File: config.mk
export PLATFORM = sky130hd
export DESIGN_NAME = irq_unit
export DESIGN_NICKNAME = d
export VERILOG_FILES = /design/src/include/irq_unit_pkg.sv /design/src/rtl/irq_unit.sv
export SDC_FILE = /design/constraint.sdc
export NUM_CORES = 1
export LEC_CHECK = 0
export BUFFER_PORTS_ARGS = -buffer_cell sky130_fd_sc_hd__buf_2
export CORE_MARGIN = 4
export CORE_UTILIZATION = 50
export CTS_CLUSTER_SIZE = 40
export DETAILED_ROUTE_END_ITERATION = 12
export PLACE_DENSITY = 0.71
export SYNTH_ARGS = -nofsm -noshare
export SYNTH_HDL_FRONTEND = slang
export SYNTH_SLANG_ARGS = --single-unit
File: constraint.sdc
create_clock -name sys_clk -period 33.1 [get_ports sys_clk]
set_input_delay 3.31 -clock sys_clk [delete_from_list [all_inputs] [get_ports sys_clk]]
set_output_delay 3.31 -clock sys_clk [all_outputs]
set_load 0.01 [all_outputs]
File: src/include/irq_unit_pkg.sv
// Constants and carrier types for the prioritized vectored interrupt unit
package irq_unit_pkg;
    // Register selects on the coprocessor register port
    localparam logic [2:0] SEL_COUNT_CTRL = 3'h0;
    localparam logic [2:0] SEL_EVENT_COUNT = 3'h1;
    localparam logic [2:0] SEL_CAUSE = 3'h2;
    localparam logic [2:0] SEL_IRQ_CTRL = 3'h3;
    localparam logic [2:0] SEL_PRIO_LOW = 3'h4;
    localparam logic [2:0] SEL_PRIO_HIGH = 3'h5;
    // Counter control fields
    localparam int CC_SEL_LSB = 0;
    localparam int CC_KERNEL_BIT = 8;
    localparam int CC_USER_BIT = 9;
    localparam int CC_ENABLE_BIT = 10;
    localparam int COUNT_IRQ_BIT = 31;
    // Cause fields
    localparam int CA_BD_BIT = 31;
    localparam int CA_CE_LSB = 28;
    localparam int CA_W2_BIT = 26;
    localparam int CA_W1_BIT = 25;
    localparam int CA_IV_BIT = 24;
    localparam int CA_IP_LSB = 8;
    localparam int CA_EXC_LSB = 2;
    // Interrupt control fields
    localparam int IC_IM_LSB = 8;
    localparam int IC_TE_BIT = 7;
    localparam int IC_SP_LSB = 0;
    // Line numbers
    localparam int NUM_LINES = 14;
    localparam int NUM_EXT = 10;
    localparam int LEGACY_TIMER_LINE = 7;
    localparam int TIMER_LINE = 12;
    localparam int COUNTER_LINE = 13;
    localparam int EXT_FIVE = 5;
    // Vector arithmetic
    localparam logic [31:0] IRQ_BASE = 32'h0000_0200;
    localparam logic [31:0] LEGACY_OFFSET = 32'h0000_0180;
    // Reset values
    localparam logic [31:0] RST_ZERO = 32'h0000_0000;
    // Core status bits and captured exception facts
    typedef struct packed {
        logic global_irq_allow;
        logic [7:0] line_mask_bits;
    } status_in_t;
    typedef struct packed {
        logic branch_delay_flag;
        logic [1:0] unit;
        logic second_watch_hit;
        logic first_watch_hit;
        logic [4:0] fault_code;
    } exc_info_t;
endpackage

File: src/rtl/irq_unit.sv
// Prioritized vectored interrupt unit with performance counter
`timescale 1ns/1ns
`default_nettype none
// Functional notes
// - Counter control kernel, user, global enables
// - Counter interrupt needs global enable, mask 13
// - Counter uses line 13, timer line 12
// - Ten external interrupt inputs accepted
// - Fourteen lines each with mask and pending
// - Vectoring bit clear gives legacy single vector
// - Control register masks, timer-exclusive, spacing
// - Timer-exclusive steers timer to 12, else to 7 when boot bit clear
// - Boot bit selects timer or input five
// - Boot bit and exclusive make both usable
// - Four-bit priority fields in two registers
// - Priority zero most urgent, all legal
// - Spacing code decode, others reserved
// - Offset plus 0x200 plus exception base
// - Cause register field layout, others zero
// - Any unmasked interrupt ends standby
// - Count bit 31 requests interrupt
// - Five-bit event select, one event
// - Active-low inputs fold into pending bits 11:2
module irq_unit #(
    parameter int NUM_EVENTS = 32,
    parameter logic [31:0] LEGACY_VECTOR = irq_unit_pkg::LEGACY_OFFSET
) (
    input wire logic sys_clk,
    input wire logic rst,
    input wire logic [irq_unit_pkg::NUM_EXT-1:0] ext_irq_n,
    input wire logic boot_timer_select,
    input wire logic timer_request,
    input wire irq_unit_pkg::status_in_t core_status,
    input wire logic kernel_mode,
    input wire logic user_mode,
    input wire logic [NUM_EVENTS-1:0] event_hits,
    input wire logic exc_capture,
    input wire irq_unit_pkg::exc_info_t exc_info,
    input wire logic [31:0] exc_base,
    input wire logic in_standby,
    input wire logic [2:0] cp0_sel,
    input wire logic cp0_write,
    input wire logic [31:0] cp0_wdata,
    output logic [31:0] cp0_rdata,
    output logic irq_request,
    output logic [31:0] vector_addr,
    output logic standby_wake
);
    import irq_unit_pkg::*;

    // ------------------------------------------------------------
    // Helpers
    // ------------------------------------------------------------
    // Spacing code to byte spacing, reserved codes give zero
    function automatic logic [9:0] spacing_of(input logic [4:0] code);
        case (code)
            5'h00: spacing_of = 10'h000;
            5'h01: spacing_of = 10'h020;
            5'h02: spacing_of = 10'h040;
            5'h04: spacing_of = 10'h080;
            5'h08: spacing_of = 10'h100;
            5'h10: spacing_of = 10'h200;
            default: spacing_of = 10'h000;
        endcase
    endfunction

    // ------------------------------------------------------------
    // Registers
    // ------------------------------------------------------------
    logic [4:0] event_sel_reg;
    logic kernel_en_reg;
    logic user_en_reg;
    logic count_en_reg;
    logic [31:0] event_count_reg;
    logic iv_reg;
    logic [1:0] soft_pending_reg;
    exc_info_t exc_reg;
    logic [5:0] high_mask_reg;
    logic te_reg;
    logic [4:0] spacing_reg;
    logic [31:0] prio_low_reg;
    logic [23:0] prio_high_reg;
    logic boot_sel_reg;
    logic [NUM_EXT-1:0] ext_meta_reg;
    logic [NUM_EXT-1:0] ext_sync_reg;

    // External pins pass two flops before use; reset to the idle high level
    always_ff @(posedge sys_clk) begin
        if (rst) begin
            ext_meta_reg <= '1;
            ext_sync_reg <= '1;
        end else begin
            ext_meta_reg <= ext_irq_n;
            ext_sync_reg <= ext_meta_reg;
        end
    end

    // Boot mode bit caught while reset is held
    always_ff @(posedge sys_clk) begin
        if (rst) begin
            boot_sel_reg <= boot_timer_select;
        end
    end

    // Counter control register
    always_ff @(posedge sys_clk) begin
        if (rst) begin
            event_sel_reg <= '0;
            kernel_en_reg <= 1'b0;
            user_en_reg <= 1'b0;
            count_en_reg <= 1'b0;
        end else if (cp0_write && cp0_sel == SEL_COUNT_CTRL) begin
            event_sel_reg <= cp0_wdata[CC_SEL_LSB +: 5];
            kernel_en_reg <= cp0_wdata[CC_KERNEL_BIT];
            user_en_reg <= cp0_wdata[CC_USER_BIT];
            count_en_reg <= cp0_wdata[CC_ENABLE_BIT];
        end
    end

    // Event count: one selected event, gated by mode enables
    logic count_step;
    always_comb begin
        count_step = count_en_reg && event_hits[event_sel_reg]
            && ((kernel_mode && kernel_en_reg) || (user_mode && user_en_reg));
    end

    always_ff @(posedge sys_clk) begin
        if (rst) begin
            event_count_reg <= RST_ZERO;
        end else if (cp0_write && cp0_sel == SEL_EVENT_COUNT) begin
            event_count_reg <= cp0_wdata;
        end else if (count_step) begin
            event_count_reg <= event_count_reg + 32'h0000_0001;
        end
    end

    // Cause register: software bits, captured exception facts
    always_ff @(posedge sys_clk) begin
        if (rst) begin
            iv_reg <= 1'b0;
            soft_pending_reg <= 2'h0;
            exc_reg <= '0;
        end else begin
            if (cp0_write && cp0_sel == SEL_CAUSE) begin
                iv_reg <= cp0_wdata[CA_IV_BIT];
                soft_pending_reg <= cp0_wdata[CA_IP_LSB +: 2];
            end
            if (exc_capture) begin
                exc_reg <= exc_info;
            end
        end
    end

    // Interrupt control and priority registers
    always_ff @(posedge sys_clk) begin
        if (rst) begin
            high_mask_reg <= '0;
            te_reg <= 1'b0;
            spacing_reg <= '0;
            prio_low_reg <= RST_ZERO;
            prio_high_reg <= '0;
        end else if (cp0_write) begin
            if (cp0_sel == SEL_IRQ_CTRL) begin
                high_mask_reg <= cp0_wdata[IC_IM_LSB +: 6];
                te_reg <= cp0_wdata[IC_TE_BIT];
                spacing_reg <= cp0_wdata[IC_SP_LSB +: 5];
            end
            if (cp0_sel == SEL_PRIO_LOW) begin
                prio_low_reg <= cp0_wdata;
            end
            if (cp0_sel == SEL_PRIO_HIGH) begin
                prio_high_reg <= cp0_wdata[23:0];
            end
        end
    end

    // ------------------------------------------------------------
    // Pending lines and masks
    // ------------------------------------------------------------
    logic [NUM_LINES-1:0] pending;
    logic [NUM_LINES-1:0] mask;
    logic [NUM_LINES-1:0] live;
    logic counter_irq_line;
    logic timer_irq_line;
    logic legacy_timer_line;
    logic [NUM_EXT-1:0] ext_active;

    // Line map: soft 0-1, pins 0-4 on 2-6, pin 5 on 7 with boot bit, pins 6-9 on 8-11
    // Pins are inverted only after the synchroniser
    always_comb begin
        ext_active = ~ext_sync_reg;
        counter_irq_line = event_count_reg[COUNT_IRQ_BIT];
        timer_irq_line = te_reg && timer_request;
        legacy_timer_line = (boot_sel_reg && ext_active[EXT_FIVE])
            || (!boot_sel_reg && !te_reg && timer_request);
        pending = '0;
        pending[1:0] = soft_pending_reg;
        pending[6:2] = ext_active[4:0];
        pending[LEGACY_TIMER_LINE] = legacy_timer_line;
        pending[11:8] = ext_active[9:6];
        pending[TIMER_LINE] = timer_irq_line;
        pending[COUNTER_LINE] = counter_irq_line;
        mask = {high_mask_reg, core_status.line_mask_bits};
        live = pending & mask;
    end

    // ------------------------------------------------------------
    // Priority resolution and vector
    // ------------------------------------------------------------
    logic [3:0] win_prio;
    logic any_live;
    logic [55:0] prio_all;

    // Lowest value wins; scanning upward with <= hands ties to higher line
    always_comb begin
        prio_all = {prio_high_reg, prio_low_reg};
        win_prio = 4'hF;
        any_live = 1'b0;
        for (int i = 0; i < NUM_LINES; i++) begin
            if (live[i] && (!any_live || prio_all[4*i +: 4] <= win_prio)) begin
                win_prio = prio_all[4*i +: 4];
                any_live = 1'b1;
            end
        end
    end

    logic [31:0] vector_offset;
    logic [31:0] vector_next;
    logic irq_next;

    always_comb begin
        vector_offset = {18'h0, 14'(win_prio * spacing_of(spacing_reg))};
        if (iv_reg) begin
            vector_next = exc_base + IRQ_BASE + vector_offset;
        end else begin
            vector_next = exc_base + LEGACY_VECTOR;
        end
        irq_next = core_status.global_irq_allow && any_live;
    end

    // Outputs to the core
    always_ff @(posedge sys_clk) begin
        if (rst) begin
            irq_request <= 1'b0;
            vector_addr <= RST_ZERO;
            standby_wake <= 1'b0;
        end else begin
            irq_request <= irq_next;
            vector_addr <= vector_next;
            standby_wake <= in_standby && any_live;
        end
    end

    // ------------------------------------------------------------
    // Register read
    // ------------------------------------------------------------
    logic [31:0] read_next;
    always_comb begin
        read_next = RST_ZERO;
        case (cp0_sel)
            SEL_COUNT_CTRL: begin
                read_next[CC_SEL_LSB +: 5] = event_sel_reg;
                read_next[CC_KERNEL_BIT] = kernel_en_reg;
                read_next[CC_USER_BIT] = user_en_reg;
                read_next[CC_ENABLE_BIT] = count_en_reg;
            end
            SEL_EVENT_COUNT: read_next = event_count_reg;
            SEL_CAUSE: begin
                read_next[CA_BD_BIT] = exc_reg.branch_delay_flag;
                read_next[CA_CE_LSB +: 2] = exc_reg.unit;
                read_next[CA_W2_BIT] = exc_reg.second_watch_hit;
                read_next[CA_W1_BIT] = exc_reg.first_watch_hit;
                read_next[CA_IV_BIT] = iv_reg;
                read_next[CA_IP_LSB +: NUM_LINES] = pending;
                read_next[CA_EXC_LSB +: 5] = exc_reg.fault_code;
            end
            SEL_IRQ_CTRL: begin
                read_next[IC_IM_LSB +: 6] = high_mask_reg;
                read_next[IC_TE_BIT] = te_reg;
                read_next[IC_SP_LSB +: 5] = spacing_reg;
            end
            SEL_PRIO_LOW: read_next = prio_low_reg;
            SEL_PRIO_HIGH: read_next = {8'h00, prio_high_reg};
            default: read_next = RST_ZERO;
        endcase
    end

    always_ff @(posedge sys_clk) begin
        if (rst) begin
            cp0_rdata <= RST_ZERO;
        end else begin
            cp0_rdata <= read_next;
        end
    end
endmodule
`default_nettype wire

==> results.yml <==
outcome:
  status: "complete, no violations"
die:
  num_rows: 57
  boundaryPins: 203
  die_y_um: 167
  start_util_pct: 51.3
  core-area_mm2: 0.0245
  fp.dieW_um: 167
  die_area_mm2: 0.0278
yosys:
  synth_area_mm2: 0.0126
  synth_mux_area_share_pct: 6.56
  synth_top_family_by_area: "simple AND/OR/NAND/NOR gates"
  postSynthCellCount: 1558
  synth-simple-area-share_pct: 22.9
  synth_xor_area_share_pct: 3.97
  syn_area_per_cell_um2: 8.08
  synth_nets: 1780
  ys_ff_latch: 208
  async_flop_share_pct: 0
  yosysWarnings: 0
  synth_ff_type: "dfxtp_1"
  synth_cell_types: 86
  ys_seq_area_share_pct: 33.2
  synth-compound-area-share_pct: 19.5
  synth_adder_area_share_pct: 9.30
  synth_edf_count: 1
worst_setup_path:
  startpoint_type: "primary input"
  cpPeakStageDelay_ns: 0.61
  critical_path_class: "primary input to flop"
  cpMostUsedCell: "o21ai_0"
  crit_path_end_kind: "flop"
  critical_path.max_fanout: 14
  required_ns: 33.48
  cp_data_arrival_time_ns: 30.82
  crit_path_top_delay_cell: "a31oi_2"
timing:
  period_share_pct: 92.0
  relSlewSlack_pct: 15.2
  finClkSkew_ns: 0.00930
  maxSlewViolCount: 0
  setup_ws_ns: 2.66
  fmax_ghz: 0.0329
  min_period_ns: 30.44
  final_hold_viol_count: 0
  setup_tns_ns: 0
  worstMarginPinSlew_ns: 1.27
  setup_violations: 0
  grt_setup_unrepaired: "no"
clock_network:
  clk_latency_ns: 0.52
  ctsLongestPathBuffers: 3
  htreeDepth: 1
  cts_sinks: 208
  cts_tree: "yes"
  clk_pin_slew_ns: 0.06
  cts_made_buffers: 24
  cts-root-buf: "clkbuf_16"
  hold_buffers: 0
route:
  wl_um: 41200
  wl_per_cell_um: 20.0
  ant_nets: 0
  drc_errors: 0
  vias: 12100
  drt_iter0_markers: 1018
  via_per_inst: 5.87
  drt-pass1-iter-count: 5
grt:
  grt.overflow.total: 0
  met1_usage_pct: 37.2
  grt_max_degree: 95
  use_met2_pct: 45.9
  gr-usage-all-layers_pct: 28.4
  busiest_layer: "met2"
  antenna_found_initial: 5
  grt_pass1_wl_um: 64900
  use_met3_pct: 7.80
  grt_pass1_vias: 11900
placed_design:
  gp_congestion: 0.974
  dp_hpwl_um: 30900
  port_buffers: 202
  pre_cts_ws_ns: 1.77
power_and_ir_drop:
  ir_drop_uv: 43.0
  p_leak_nw: 6.21
  power_mw: 0.649
  power.density_mw_per_mm2: 44.2
flow_run:
  maxCapViolCount: 0
finish:
  layout-drive-gt1-share_pct: 19.5
  mostFrequentLayoutCells: "nand2_1 (218), dfxtp_1 (207), buf_2 (201)"
  area_delta_synth_final_pct: 16.6
  fin_nets: 1944
  final_common_cell: "nand2_1"
min_path:
  hp-class: "flop to flop"
==> power breakdown <==
| group | internal [mW] | switching [mW] |
|---|---|---|
| Sequential | 0.259 | 0.00783 |
| Clock | 0.174 | 0.111 |
| Combinational | 0.0400 | 0.0582 |
==> repair_timing <==
item,CTS,global route
setup buffers,0,0
resized for setup,0,3
setup endpoints to repair,0,16
==> layer usage <==
layer  wire length [um]  vias to the layer above  share of wire (%)
li1                   -                     5801                  -
met1              17300                     5695                 42
met2              18700                      532                 45
met3               3880                      101                9.4
met4               1260                        6                3.0
met5                 58                        -               0.14
==> critical path: cells and delay by family <==
family                   cells  cell delay, ns
AND/OR/NAND/NOR             35            6.58
adder cells (fa/ha/maj)     18            6.00
AO/OA/AOI/OAI               64           13.08
multiplexers                 3            0.78
buffers and inverters        9            0.90
XOR/XNOR                     1            0.14
==> per-stage QoR <==
stage	cells	util (%)	instance area [um2]	hold slack (ns)
finish	2066	59.8	14700	0.407
global route	2065	59.8	14700	0.419
CTS	2064	59.8	14700	0.405
detailed placement	2020	56.3	13800	0.397
global placement	2020	56.3	13800	0.396
floorplan	1558	-	12600	0.389
==> area by class of cell <==
type / instances / area, um2
diodes: 2 / 5.00
clock buffers: 27 / 653
clock inverters: 17 / 203
fillers: 2252 / 9850
inverters: 81 / 304
multi-input cells: 1196 / 7850
flip-flops and latches: 208 / 4170
well taps: 324 / 405
repair buffers: 211 / 1080
==> logic make-up after synthesis <==
| group | count (synthesis) |
|---|---|
| buffers and inverters | 154 |
| muxes | 65 |
| and+or+nand+nor | 616 |
| AOI/OAI and AO/OA | 372 |
| DFF | 208 |
| adders and majority gates | 86 |
| xor gates and xnor gates | 57 |
==> synthesized netlist by cell type, drive strengths merged (3+ instances only) <==
| cell type | n | area share, % |
|---|---|---|
| nand2 | 220 | 6.6 |
| dfxtp | 207 | 33 |
| nor2 | 170 | 5.1 |
| a21oi | 146 | 5.9 |
| inv | 80 | 2.4 |
| ha | 72 | 7.2 |
| clkbuf | 62 | 1.9 |
| o21ai | 54 | 2.3 |
| nand3 | 49 | 1.9 |
| a211oi | 35 | 2.2 |
| nor2b | 32 | 1.6 |
| a22oi | 31 | 2.0 |
| xor2 | 31 | 2.2 |
| mux2i | 30 | 2.4 |
| or2 | 29 | 1.4 |
| xnor2 | 26 | 1.8 |
| mux2 | 24 | 2.2 |
| nand2b | 20 | 1.1 |
| nor3 | 19 | 0.76 |
| nand4 | 15 | 0.80 |
| and2 | 13 | 0.65 |
| fa | 13 | 2.1 |
| and3 | 12 | 0.60 |
| buf | 11 | 0.38 |
| mux4 | 11 | 2.0 |
| a21boi | 10 | 0.60 |
| a21o | 10 | 0.60 |
| o211ai | 10 | 0.60 |
| o21a | 9 | 0.54 |
| a31oi | 8 | 0.40 |
| a311oi | 7 | 0.54 |
| o22a | 7 | 0.49 |
| o22ai | 7 | 0.40 |
| or3 | 6 | 0.30 |
| a221oi | 5 | 0.35 |
| nand3b | 5 | 0.30 |
| nor4 | 5 | 0.25 |
| o31ai | 5 | 0.30 |
| and3b | 4 | 0.28 |
| and4 | 4 | 0.28 |
| a32oi | 3 | 0.21 |
| a41o | 3 | 0.24 |
| nor3b | 3 | 0.26 |
| nor4b | 3 | 0.21 |
| o21bai | 3 | 0.18 |
==> worst paths after layout <==
| path | slack, ns | endpoint | startpoint | cells past startpoint |
|---|---|---|---|---|
| setup reg to reg | 5.01 | vector_addr[31] | soft_pending_reg[0] | 129 |
| setup / recovery | 2.66 | vector_addr[31] | core_status[0] | 130 |
| hold / removal | 0.41 | ext_sync_reg[7] | ext_meta_reg[7] | 1 |
| hold reg to reg | 0.41 | ext_sync_reg[7] | ext_meta_reg[7] | 1 |
Power figures use the tool's default switching activity.
